File: config.mk
export PLATFORM = sky130hd
export DESIGN_NAME = clock_power_mode_control
export DESIGN_NICKNAME = d
export VERILOG_FILES = /design/src/cpm_pkg.sv /design/src/clock_power_mode_control.sv
export SDC_FILE = /design/constraint.sdc
export NUM_CORES = 1
export LEC_CHECK = 0
export ABC_CLOCK_PERIOD_IN_PS = 3900
export BUFFER_PORTS_ARGS = -buffer_cell sky130_fd_sc_hd__buf_4
export CAP_MARGIN = 20
export CORE_MARGIN = 2
export CORE_UTILIZATION = 51
export CTS_BUF_LIST = sky130_fd_sc_hd__clkbuf_8
export CTS_CLUSTER_DIAMETER = 100
export CTS_CLUSTER_SIZE = 28
export DETAILED_ROUTE_END_ITERATION = 8
export GPL_TIMING_DRIVEN = 0
export PLACE_DENSITY_LB_ADDON = 0.2
export SLEW_MARGIN = 20
export SYNTH_ARGS = -nofsm -noshare
export SYNTH_HDL_FRONTEND = slang
export SYNTH_SLANG_ARGS = --single-unit
File: constraint.sdc
create_clock -name mclk -period 3.9 [get_ports mclk]
set_input_delay 1.17 -clock mclk [delete_from_list [all_inputs] [get_ports mclk]]
set_output_delay 1.17 -clock mclk [all_outputs]
set_load 0.02 [all_outputs]
File: src/cpm_pkg.sv
// Constants for the clock, power-mode and wake-up sequencing block.
// Assumes one 50 MHz clock and a 32-bit Avalon-MM register master.
package cpm_pkg;
  localparam int CLK_MHZ = 50;
  // Register word offsets.
  localparam logic [3:0] OFS_POWER_MODE_REGISTER = 4'h0;
  localparam logic [3:0] OFS_STATUS = 4'h1;
  localparam logic [3:0] OFS_CLK_SEL = 4'h2;
  localparam logic [3:0] OFS_TRIM_CTRL = 4'h3;
  localparam logic [3:0] OFS_SYNC_COUNT = 4'h4;
  localparam logic [3:0] OFS_VSEL = 4'h5;
  localparam logic [3:0] OFS_IRQ_STATUS = 4'h6;
  localparam logic [3:0] OFS_IRQ_ENABLE = 4'h7;
  localparam logic [3:0] OFS_IRQ_CLEAR = 4'h8;
  // Power-mode register fields.
  localparam int PM_ACTIVE_BIT = 0;
  localparam int PM_SUPPLY_BIT = 1;
  // Trim control fields: override bit and six-bit code.
  localparam int TRIM_OVR_BIT = 8;
  localparam logic [5:0] TRIM_MID = 6'h20;
  localparam logic [5:0] TRIM_MAX = 6'h3F;
  localparam logic [5:0] TRIM_MIN = 6'h00;
  // Nominal sync count and its tolerance.
  localparam logic [15:0] SYNC_NOMINAL = 16'h0683;
  localparam logic [15:0] SYNC_TOL = 16'h0008;
  // Clock source encodings.
  localparam logic [1:0] CLK_INT_A = 2'h0;
  localparam logic [1:0] CLK_INT_SYNC = 2'h1;
  localparam logic [1:0] CLK_XTAL = 2'h2;
  // Self-test length and supply charge time, in microseconds.
  localparam int BIST_US = 20;
  localparam int BIST_CYC = BIST_US * CLK_MHZ;
  localparam int CHARGE_US = 50;
  localparam int CHARGE_CYC = CHARGE_US * CLK_MHZ;
  // Interrupt event bits.
  localparam int EV_BIST_DONE = 0;
  localparam int EV_SUPPLY_RDY = 1;
  localparam int EV_SYNC_DONE = 2;
  localparam int EV_COUNT = 3;
  typedef enum logic [1:0] {
    SEQ_RESET, SEQ_CORE, SEQ_BIST, SEQ_RUN
  } seq_type;
  typedef enum logic [1:0] {
    SY_IDLE, SY_COUNT, SY_DONE
  } sync_type;
endpackage

File: src/clock_power_mode_control.sv
// Wake-up sequencing, power-mode enables and clock-source/trim control.
// Assumes a synchronous core clock, a register master on Avalon-MM and
// an asynchronous LIN receive line that is synchronised here.
//
// Function
// - after reset release: core reset off, RAM self-test starts, serial port usable
// - after core reset release, microcontroller reset is deasserted
// - scratchpad and FIFO RAM usable only after self-test finishes
// - at power-up only microcontroller and LIN run; analog blocks off
// - active enable resets off; when set powers amplifier, ADC, drivers
// - regulator enable resets off; setting it turns on the burst supply
// - ready flag reports burst capacitor charged to regulation voltage
// - regulator target follows the software voltage select register
// - clock select: 00/11 internal, 01 internal with sync, 10 crystal
// - sync mode measures two falling SYNC edges and adjusts trim
// - measured sync count readable; effective sync lands near 1667
// - override bit lets software write the trim code directly
// - six-bit trim, midpoint 32, about 120 kHz per step
// - sync correction unavailable in buffered SCI mode
// - sync correction holds clock near 16 MHz within half percent
`timescale 1ns/10ps
module clock_power_mode_control
  import cpm_pkg::*;
(
  input wire logic mclk, // System clock.
  input wire logic rst_n, // Synchronous reset, active low.
  input wire logic [3:0] address, // Avalon word address.
  input wire logic read, // Avalon read strobe.
  input wire logic write, // Avalon write strobe.
  input wire logic [31:0] writedata, // Avalon write data.
  output logic [31:0] readdata, // Avalon read data.
  output logic waitrequest, // Avalon wait request.
  input wire logic lin_rx, // Asynchronous LIN receive line.
  input wire logic sci_buffered, // Buffered SCI mode is selected.
  input wire logic supply_at_level, // Analog comparator: capacitor charged.
  output logic core_reset_n, // Digital core reset, active low.
  output logic mcu_reset_n, // Microcontroller reset, active low.
  output logic spi_ready, // Serial peripheral port usable.
  output logic bist_start, // RAM self-test running.
  output logic ram_ready, // Scratchpad and FIFO RAM usable.
  output logic active_enable, // Powers amplifier, ADC and drivers.
  output logic burst_supply_enable, // Burst capacitor regulator on.
  output logic [7:0] burst_supply_voltage_select, // Regulator target.
  output logic [1:0] clk_source, // 0: internal, 1: synced, 2: crystal.
  output logic [5:0] oscillator_trim_code, // Oscillator trim code.
  output logic irq // Level interrupt.
);
  seq_type seq_r;
  sync_type sy_r;
  logic [15:0] bist_cnt_r;
  logic [15:0] charge_cnt_r;
  logic active_r;
  logic supply_en_r;
  logic [7:0] vsel_r;
  logic [1:0] clk_sel_r;
  logic trim_override_bit;
  logic [5:0] sw_trim_r;
  logic [5:0] trim_r;
  logic [15:0] sync_cnt_r;
  logic [15:0] meas_r;
  logic [1:0] edges_r;
  logic rx_s1_r;
  logic rx_s2_r;
  logic rx_d_r;
  logic burst_supply_ready_flag;
  logic [EV_COUNT-1:0] irq_stat_r;
  logic [EV_COUNT-1:0] irq_en_r;
  logic [31:0] rdata_r;
  logic ack_r;
  logic core_n_r;
  logic mcu_n_r;
  logic ram_ok_r;
  logic irq_r;
  logic bist_r;
  logic wreq_r;
  logic [1:0] clk_src_r;
  logic lvl_s1_r;
  logic lvl_s2_r;

  // Decode, answer one cycle after the request is seen.
  wire req = (read | write) & ~ack_r;
  wire wr_hit = write & ack_r;
  wire wr_pm = wr_hit & (address == OFS_POWER_MODE_REGISTER);
  wire wr_cs = wr_hit & (address == OFS_CLK_SEL);
  wire wr_tc = wr_hit & (address == OFS_TRIM_CTRL);
  wire wr_vs = wr_hit & (address == OFS_VSEL);
  wire wr_ie = wr_hit & (address == OFS_IRQ_ENABLE);
  wire wr_ic = wr_hit & (address == OFS_IRQ_CLEAR);
  wire rx_fall = rx_d_r & ~rx_s2_r;
  // Sync measurement is blocked in buffered SCI mode.
  wire sync_on = (clk_sel_r == CLK_INT_SYNC) & ~sci_buffered;
  wire sync_good = (sync_cnt_r >= SYNC_NOMINAL - SYNC_TOL) &&
                   (sync_cnt_r <= SYNC_NOMINAL + SYNC_TOL);
  wire trim_slow = sync_cnt_r < SYNC_NOMINAL - SYNC_TOL;
  wire trim_fast = sync_cnt_r > SYNC_NOMINAL + SYNC_TOL;
  wire bist_end = (seq_r == SEQ_BIST) &&
                  (bist_cnt_r == 16'(BIST_CYC - 1));
  wire charged = supply_en_r && lvl_s2_r &&
                 (charge_cnt_r == 16'(CHARGE_CYC));
  wire sync_end = (sy_r == SY_COUNT) & rx_fall & (edges_r == 2'h0);
  wire sync_last = (sy_r == SY_COUNT) & rx_fall & (edges_r == 2'h3);
  wire meas_full = meas_r == 16'hFFFF;
  wire supply_off = wr_pm & ~writedata[PM_SUPPLY_BIT];
  wire [1:0] clk_src_nxt = (clk_sel_r == CLK_XTAL) ? CLK_XTAL :
                           (sync_on ? CLK_INT_SYNC : CLK_INT_A);
  wire [EV_COUNT-1:0] ev;
  assign ev[EV_BIST_DONE] = bist_end;
  assign ev[EV_SUPPLY_RDY] = charged & ~burst_supply_ready_flag;
  assign ev[EV_SYNC_DONE] = sync_end;

  logic [31:0] rmux;
  always_comb begin
    rmux = 32'h0;
    unique case (address)
      OFS_POWER_MODE_REGISTER: rmux = {30'h0, supply_en_r, active_r};
      OFS_STATUS: rmux = {29'h0, sync_good, ram_ok_r,
                          burst_supply_ready_flag};
      OFS_CLK_SEL: rmux = {30'h0, clk_sel_r};
      OFS_TRIM_CTRL: rmux = {23'h0, trim_override_bit, 2'h0, trim_r};
      OFS_SYNC_COUNT: rmux = {16'h0, sync_cnt_r};
      OFS_VSEL: rmux = {24'h0, vsel_r};
      OFS_IRQ_STATUS: rmux = {29'h0, irq_stat_r};
      OFS_IRQ_ENABLE: rmux = {29'h0, irq_en_r};
      default: rmux = 32'h0;
    endcase
  end

  // Bus handshake: waitrequest drops in the cycle after the request.
  always_ff @(posedge mclk) begin
    if (!rst_n) begin
      ack_r <= 1'b0;
      wreq_r <= 1'b1;
      rdata_r <= 32'h0;
    end else begin
      ack_r <= req;
      wreq_r <= ~req;
      rdata_r <= req ? rmux : rdata_r;
    end
  end

  always_ff @(posedge mclk) begin
    if (!rst_n) begin
      seq_r <= SEQ_RESET;
      bist_cnt_r <= 16'h0;
    end else begin
      unique case (seq_r)
        SEQ_RESET: seq_r <= SEQ_CORE;
        SEQ_CORE: seq_r <= SEQ_BIST;
        SEQ_BIST: begin
          bist_cnt_r <= bist_cnt_r + 16'h1;
          if (bist_end) begin
            seq_r <= SEQ_RUN;
          end
        end
        SEQ_RUN: seq_r <= SEQ_RUN;
      endcase
    end
  end

  always_ff @(posedge mclk) begin
    if (!rst_n) begin
      core_n_r <= 1'b0;
      mcu_n_r <= 1'b0;
      ram_ok_r <= 1'b0;
      bist_r <= 1'b0;
    end else begin
      core_n_r <= (seq_r != SEQ_RESET);
      bist_r <= (seq_r != SEQ_RESET) & ~(ram_ok_r | bist_end);
      mcu_n_r <= core_n_r;
      ram_ok_r <= ram_ok_r | bist_end;
    end
  end

  always_ff @(posedge mclk) begin
    if (!rst_n) begin
      active_r <= 1'b0;
      supply_en_r <= 1'b0;
      vsel_r <= 8'h0;
    end else begin
      if (wr_pm) begin
        active_r <= writedata[PM_ACTIVE_BIT];
        supply_en_r <= writedata[PM_SUPPLY_BIT];
      end
      if (wr_vs) begin
        vsel_r <= writedata[7:0];
      end
    end
  end

  // ready flag after a charge settle.
  always_ff @(posedge mclk) begin
    // Dropping the enable clears the flag at once, never a cycle later.
    if (!rst_n || !supply_en_r || supply_off || wr_vs) begin
      charge_cnt_r <= 16'h0;
      burst_supply_ready_flag <= 1'b0;
    end else begin
      if (charge_cnt_r != 16'(CHARGE_CYC)) begin
        charge_cnt_r <= charge_cnt_r + 16'h1;
      end
      burst_supply_ready_flag <= charged;
    end
  end

  always_ff @(posedge mclk) begin
    if (!rst_n) begin
      clk_sel_r <= CLK_INT_A;
      clk_src_r <= CLK_INT_A;
      trim_override_bit <= 1'b0;
      sw_trim_r <= TRIM_MID;
    end else begin
      clk_src_r <= clk_src_nxt;
      if (wr_cs) begin
        clk_sel_r <= writedata[1:0];
      end
      if (wr_tc) begin
        trim_override_bit <= writedata[TRIM_OVR_BIT];
        sw_trim_r <= writedata[5:0];
      end
    end
  end

  // LIN receive line and charge comparator pass two flip-flops first.
  always_ff @(posedge mclk) begin
    if (!rst_n) begin
      rx_s1_r <= 1'b1;
      rx_s2_r <= 1'b1;
      rx_d_r <= 1'b1;
      lvl_s1_r <= 1'b0;
      lvl_s2_r <= 1'b0;
    end else begin
      lvl_s1_r <= supply_at_level;
      lvl_s2_r <= lvl_s1_r;
      rx_s1_r <= lin_rx;
      rx_s2_r <= rx_s1_r;
      rx_d_r <= rx_s2_r;
    end
  end

  // edge-to-edge measurement.
  // Only the first two-bit interval of a field is kept and the later falls
  // are swallowed, so one field gives one trim step; a full count gives up.
  always_ff @(posedge mclk) begin
    if (!rst_n || !sync_on) begin
      sy_r <= SY_IDLE;
      meas_r <= 16'h0;
      edges_r <= 2'h0;
      sync_cnt_r <= rst_n ? sync_cnt_r : 16'h0;
    end else begin
      unique case (sy_r)
        SY_IDLE: if (rx_fall) begin
          sy_r <= SY_COUNT;
          meas_r <= 16'h1;
          edges_r <= 2'h0;
        end
        SY_COUNT: begin
          meas_r <= meas_r + 16'h1;
          if (rx_fall) begin
            edges_r <= edges_r + 2'h1;
          end
          if (sync_end) begin
            sync_cnt_r <= meas_r;
            sy_r <= SY_DONE;
          end else if (sync_last || meas_full) begin
            sy_r <= SY_IDLE;
          end
        end
        SY_DONE: begin
          meas_r <= meas_r + 16'h1;
          sy_r <= SY_COUNT;
        end
        default: sy_r <= SY_IDLE;
      endcase
    end
  end

  // one trim step per measurement, toward nominal.
  always_ff @(posedge mclk) begin
    if (!rst_n) begin
      trim_r <= TRIM_MID;
    end else if (trim_override_bit) begin
      trim_r <= sw_trim_r;
    end else if (sy_r == SY_DONE && sync_on) begin
      if (trim_slow && trim_r != TRIM_MAX) begin
        trim_r <= trim_r + 6'h1;
      end else if (trim_fast && trim_r != TRIM_MIN) begin
        trim_r <= trim_r - 6'h1;
      end
    end
  end

  // Sticky events; a set in the clearing cycle wins.
  always_ff @(posedge mclk) begin
    if (!rst_n) begin
      irq_stat_r <= '0;
      irq_en_r <= '0;
      irq_r <= 1'b0;
    end else begin
      irq_stat_r <= ev | (irq_stat_r & ~(wr_ic ? writedata[2:0] : 3'h0));
      if (wr_ie) begin
        irq_en_r <= writedata[2:0];
      end
      irq_r <= |(irq_stat_r & irq_en_r);
    end
  end

  assign readdata = rdata_r;
  assign waitrequest = wreq_r;
  assign core_reset_n = core_n_r;
  assign mcu_reset_n = mcu_n_r;
  assign spi_ready = core_n_r;
  assign bist_start = bist_r;
  assign ram_ready = ram_ok_r;
  assign active_enable = active_r;
  assign burst_supply_enable = supply_en_r;
  assign burst_supply_voltage_select = vsel_r;
  assign clk_source = clk_src_r;
  assign oscillator_trim_code = trim_r;
  assign irq = irq_r;

  mcu_after_core_a: assert property (
    @(posedge mclk) disable iff (!rst_n)
    mcu_reset_n |-> core_reset_n)
    else $error("mcu reset released early");
  ram_after_bist_a: assert property (
    @(posedge mclk) disable iff (!rst_n)
    $rose(ram_ready) |-> $past(bist_end))
    else $error("ram ready early");
  core_release_a: assert property (
    @(posedge mclk) disable iff (!rst_n)
    $rose(core_reset_n) |=> bist_start)
    else $error("bist not started");
  supply_write_a: assert property (
    @(posedge mclk) disable iff (!rst_n)
    wr_pm |=> burst_supply_enable == $past(writedata[PM_SUPPLY_BIT]))
    else $error("supply enable not written");
  ready_needs_en_a: assert property (
    @(posedge mclk) disable iff (!rst_n)
    burst_supply_ready_flag |-> supply_en_r)
    else $error("ready without supply enable");
  override_trim_a: assert property (
    @(posedge mclk) disable iff (!rst_n)
    trim_override_bit |=> trim_r == $past(sw_trim_r))
    else $error("override trim not applied");
  sci_blocks_sync_a: assert property (
    @(posedge mclk) disable iff (!rst_n)
    sci_buffered |=> clk_source != CLK_INT_SYNC)
    else $error("sync in buffered mode");
  trim_step_a: assert property (
    @(posedge mclk) disable iff (!rst_n)
    !trim_override_bit |=>
    (trim_r - $past(trim_r) inside {6'h0, 6'h1, 6'h3F}))
    else $error("trim moved more than one step");
  quiet_start_a: assert property (
    @(posedge mclk) disable iff (!rst_n)
    !core_reset_n |-> !active_enable && !burst_supply_enable)
    else $error("analog enabled before core release");
  active_write_a: assert property (
    @(posedge mclk) disable iff (!rst_n)
    wr_pm |=> active_enable == $past(writedata[PM_ACTIVE_BIT]))
    else $error("active enable not written");
  vsel_write_a: assert property (
    @(posedge mclk) disable iff (!rst_n)
    wr_vs |=> burst_supply_voltage_select == $past(writedata[7:0]))
    else $error("voltage select not written");
  xtal_select_a: assert property (
    @(posedge mclk) disable iff (!rst_n)
    clk_sel_r == CLK_XTAL |=> clk_source == CLK_XTAL)
    else $error("crystal source not selected");
  bist_cover_c: cover property (@(posedge mclk) $rose(ram_ready));
  ready_cover_c: cover property (@(posedge mclk)
    $rose(burst_supply_ready_flag));
  sync_cover_c: cover property (@(posedge mclk) sy_r == SY_DONE);
  irq_cover_c: cover property (@(posedge mclk) irq);
endmodule

Word-level counts from Yosys, hierarchy flattened
Cells that the tools add are included.

$lt $le $gt $ge: 4. $add $sub $neg: 6. Reductions and logical operators: 35. Equality and inequality tests: 26. Bitwise operators: 30. Multiplexer cells: 23.

Operator list (number): 16-bit case mux with 8 select lines (1); 16-bit 2-to-1 mux (5); 16-bit by 1-bit adder with 16-bit output, second input constant (3); 16-bit case mux with 2 select lines (1); 6-bit 2-to-1 mux (4); 1-bit bitwise AND (16); 16-bit by 10-bit == test with 1-bit output, second input constant (1); 16-bit by 12-bit == test with 1-bit output, second input constant (1); 16-bit == test, second input constant (1); 4-bit by 3-bit == test with 1-bit output, second input constant (4); 16-bit by 11-bit greater-or-equal comparator with 1-bit output, second input constant (1); 16-bit by 11-bit greater-than comparator with 1-bit output, second input constant (1); 16-bit by 11-bit less-or-equal comparator with 1-bit output, second input constant (1); 16-bit by 11-bit less-than comparator with 1-bit output, second input constant (1); 16-bit by 12-bit != test with 1-bit output, second input constant (1); 2-bit 2-to-1 mux (7); 2-bit nonzero test (6); 2-bit == test, second input constant (5); 4-bit by 2-bit == test with 1-bit output, second input constant (2); 2-bit != test, second input constant (4); 1-bit NOT (8); 2-bit case mux with 4 select lines (1); 1-bit logical AND (7); 6-bit by 1-bit adder with 6-bit output, second input constant (1); 25 further kinds (41).

Output and inout port bits: 57. Register bits: 148. Input bits: 43.

Logic depth before layout (Yosys ltp)
Word-level depth: 8. Mapped depth: 11. Gate-level depth less buffers: 11.

Least setup slack after synthesis
Ideal clock, no wire load.

Path type: register to register. From: register sync_cnt_r[15]. To: register trim_r[5] (netlist: oscillator_trim_code[5]). Period minus slack after synthesis: 2.834 ns. Buffers on the path: 0. Cell stages (with the launch flop): 12. Required time: 3.778 ns. Arrival time: 2.712 ns. Path slack: 1.066 ns. Setup time: 0.122 ns. Cell sequence: edfxtp_1 -> or4_4 -> or2_4 -> a211oi_4 -> inv_1 -> ha_1 -> a211oi_1 -> o21bai_1 -> a21oi_1 -> mux2i_1 -> o211ai_1 -> o311a_1.

Cells in the longest elaborated chain, start to end: 5. Elaborated cells on any way between the ends: 9. Classes of those cells: order compare: 2; mux: 3; reduce/logical: 4.

RTL lines: from (decl) (line clock_power_mode_control.sv:59) `logic [15:0] sync_cnt_r;`; from (signal assigned) (line clock_power_mode_control.sv:247) `sync_cnt_r <= rst_n ? sync_cnt_r : 16'h0;`; from (signal assigned) (line clock_power_mode_control.sv:261) `sync_cnt_r <= meas_r;`; 16-bit by 11-bit less-than comparator with 1-bit output (line clock_power_mode_control.sv:94) `wire trim_slow = sync_cnt_r < SYNC_NOMINAL - SYNC_TOL;`; 1-bit logical AND (line clock_power_mode_control.sv:283) `if (trim_slow && trim_r != TRIM_MAX) begin`; 6-bit 2-to-1 mux (line clock_power_mode_control.sv:283); 6-bit 2-to-1 mux (line clock_power_mode_control.sv:282) `end else if (sy_r == SY_DONE && sync_on) begin`; 6-bit 2-to-1 mux (line clock_power_mode_control.sv:280) `end else if (trim_override_bit) begin`; to (signal assigned) (line clock_power_mode_control.sv:281) `trim_r <= sw_trim_r;`; to (signal assigned) (line clock_power_mode_control.sv:284) `trim_r <= trim_r + 6'h1;`; to (signal assigned) (line clock_power_mode_control.sv:286) `trim_r <= trim_r - 6'h1;`; to (decl) (line clock_power_mode_control.sv:58) `logic [5:0] trim_r;`.

Several ways; a longest one is shown, not always the timed one. The select of a mux whose other input is x is not followed. A chain may end at the register's enable or synchronous reset.

Worst setup path after layout
Same ends and word-level chain as after synthesis.

==> reports/metrics.sh <==
RESULT_OF_THE_RUN='completed'
HIGHEST_NET_FANOUT_ALONG_THE_WORST_PATH=5
CTS_SINKS=132
DRTITER0DRC=433
DRT-PASS1-ITER-COUNT=5
FILL_CELLS=1031
WORST_SKEW_PAIR.LATE_LATENCY_PS=440
AREA_GROWTH_SYN_TO_LAYOUT_PCT=18.4
POSTSYNTHAREAPERCELL_SQ_UM=9.31
YS_SEQ_AREA_SHARE_PCT=45.5
GRT_SETUP_UNREPAIRED='no'
P_PER_CELL_AREA_nW_PER_UM2=398
CLKSLEWWORSTSETUPHOLDPATHS_PS=70
DRIVE_GT1_SHARE_PCT=16.4
CP_NUM_BUF_INV=1
DRC=0
TIMING.SETUP.TNS_PS=0
SYNTHFLOPTYPE='dfxtp_1'
SLEW_VIOLATIONS=0
ANTENNA_LEFT=0
DESIGN.FINAL.NETS=812
PLACEMENT_ROWS=40
GRT_MAX_DEGREE=17
ASYNC_FLOP_SHARE_PCT=0
SYNTH_EDF_COUNT=16
CAP_VIOLATIONS=0
DIEHEIGHT_UM=114
GRT_ANTENNA_BEFORE_REPAIR=0
POWER.IR.VDD_WORST_mV=0.194
TRITONCTS.NUM_BUFFERS=17
FINAL_HOLD_VIOL_COUNT=0
CORE_AREA_SQ_UM=11900
DP.FINAL_HPWL_UM=10700
GP_ROUTABILITY_CONGESTION=0.889
POST_DRT_VIA_CELL_RATIO=5.52
ACHIEVABLE-FREQUENCY_MHz=320
PATH_CLASS='flip-flop to flip-flop'
CRIT_PATH_MAX_INCR_DELAY_PS=560
CTSLONGESTPATHBUFFERS=2
CTS_MAX_LEVEL=4
VIAS=5043
SYNTH_SEQ_CELLS=132
YOSYSWARNINGCOUNT=0
POST_SYNTH_MOST_FREQUENT_CELLS='dfxtp_1 (116), nand2_1 (64), nor2_1 (57), nor2b_1 (33), nand3_1 (24)'
WORST_SETUP_PATH_START_KIND='flip-flop'
CRIT_PATH_CELL_TRACE='or4_4, or2_4, a211oi_4, inv_1, ha_1, a211oi_1, o21bai_1, a21oi_1, mux2i_1, o211ai_1, o311a_1'
MIN-DELAY-PATH-CLASS='flip-flop to flip-flop'
WIRE_LENGTH_OF_THE_FIRST_GLOBAL_ROUTING_PASS_UM=23600
CP_TOP_FAMILY='compound AO/OA/AOI/OAI gates'
CTSRESIZECOUNT=0
POST_DRT_WL_PER_CELL_UM=15.7
SYNTHDOMINANTAREACELLTYPE='dfxtp_1'
TIMING_WORST_SLEW_PIN_VALUE_PS=738
POST-CTS-SETUP-BUFFERS=0
GLOBAL_ROUTE.USAGE.TOTAL_PCT=23.0
CTS_HOLD_REPAIR.BUFFERS=0
SYNTH.DISTINCT_CELLS=66
IO_BUFFERS=58
ANTENNA-DIODE-COUNT=0
YOSYSMOSTFREQUENTCELL='dfxtp_1'
CRITICAL_PATH.SLOWEST_CELL='or4_4'
DP.CELLS=882
YOSYS-TOP-CELLS-AREA='dfxtp_1 (38%), edfxtp_1 (7.8%), nand2_1 (3.9%), mux2i_1 (3.6%), nor2_1 (3.5%)'
BOUNDARY_PIN_COUNT=100
WORST_EP_ARRIVAL_TIME_PS=3460
CTS_TREE='yes'
TOTAL_DIE_AREA_SQ_UM=13000
P_LEAK_uW=0.00283
FINAL_MIN_PERIOD_OVER_CLOCK_PERIOD_PCT=80.2
START_UTIL_PCT=51.7
NETLIST_INSTANCES=662
ROUTE.FINAL.WIRE_LENGTH_UM=14300
DIE_W_UM=114
RELSLEWSLACK_PCT=50.7
FINAL_CELLS=914
SYNTH.TOP_CELL.AREA_SHARE_PCT=37.7
GRT.OVERFLOW.TOTAL=0
PERIOD_MINUS_SLACK_PS=3130
CTS-ROOT-BUF='clkbuf_8'
SYNTH.CELL_AREA_SQ_UM=6160
FIRST_GLOBAL_VIAS=4857
COUNT_OF_ENDPOINTS_FAILING_SETUP_IN_THE_FINAL_REPORT=0
CLOCK-SKEW-FINAL_PS=8.89
WORST_SETUP_PATH_END_KIND='flip-flop'
CP.REQUIRED_PS=4230
path summary, 6_finish.rpt:
check	slack [ps]	cells after the start	startpoint	end
max reg2reg	770	11	sync_cnt_r[15]$_SDFFCE_PP0P_	oscillator_trim_code[5]$_SDFFE_PN1P_
min reg2reg	410	1	rx_s1_r$_SDFF_PN1_	rx_s2_r$_SDFF_PN1_
min	410	1	rx_s1_r$_SDFF_PN1_	rx_s2_r$_SDFF_PN1_
max	770	11	sync_cnt_r[15]$_SDFFCE_PP0P_	oscillator_trim_code[5]$_SDFFE_PN1P_
sequential cells by signal (all words and copies together) (netlist names), 2 cells and up:
signal                       cells
bist_cnt_r                      16
charge_cnt_r                    16
meas_r                          16
readdata                        16
sync_cnt_r                      16
burst_supply_voltage_select      8
oscillator_trim_code             6
sw_trim_r                        6
irq_en_r                         3
irq_stat_r                       3
clk_sel_r                        2
clk_source                       2
edges_r                          2
seq_r                            2
sy_r                             2
layer usage:
layer / track usage (%) / up-vias / wire, um
li1: - / 2470 / -
met4: 10.8 / 0 / 347
met1: 29.9 / 2404 / 6440
met3: 4.94 / 24 / 766
met5: 0 / - / 0
met2: 36.8 / 145 / 6780
per-stage QoR:
stage / setup slack [ps] / util [%] / instance area (sq um) / hold slack (ps) / power, uW
after CTS: 746 / 61.2 / 7290 / 418 / 2910
after global routing: 502 / 61.2 / 7290 / 423 / 2990
after global placement: 357 / 57.4 / 6840 / 396 / 1630
after detailed placement: 316 / 57.4 / 6840 / 401 / 1630
after floorplan: 1070 / - / 6220 / 386 / 1560
final: 773 / 61.2 / 7290 / 412 / 2900
kinds of logic (layout without fill, tap and decap cells):
group,after synthesis,after routing,synth area share (%)
compound gates,114,114,13.2
xor+xnor,41,41,5.83
fa+ha+maj,15,15,3.17
buf+inv,54,144,4.41
flops,132,132,45.5
mux,25,25,4.12
other cells,1,16,0.0609
simple gates,280,280,23.7
power by group:
part / internal, uW / total [uW] / switching, uW
Combinational: 75.2 / 184 / 109
Clock: 777 / 1300 / 523
Sequential: 1400 / 1420 / 19.5
cells in the final DEF (no fill, tap or decap), types with 5 or more instances in the layout:
master / count
a21boi_0: 13
a21oi_1: 19
a22oi_1: 17
and2_1: 19
and3_1: 23
buf_4: 75
clkbuf_1: 19
clkbuf_8: 22
conb_1: 16
dfxtp_1: 116
edfxtp_1: 16
ha_1: 14
inv_1: 17
mux2i_1: 22
nand2_1: 64
nand2b_1: 8
nand3_1: 24
nand4_1: 11
nor2_1: 57
nor2b_1: 33
nor3_1: 10
o211ai_1: 5
o21ai_0: 21
or3_1: 8
xnor2_1: 20
xor2_1: 21
area by class of cell:
cell class	count	area [sq um]	area share, %
sequential	132	2800	38.4
inverter	14	52.6	0.720
buffer	40	219	3.00
timing repair buffer	58	435	5.97
clock inverter	10	154	2.11
tap	147	184	2.52
multi-input combinational	491	3140	43.1
clock buffer	22	303	4.15
Power figures use the tool's default switching activity.
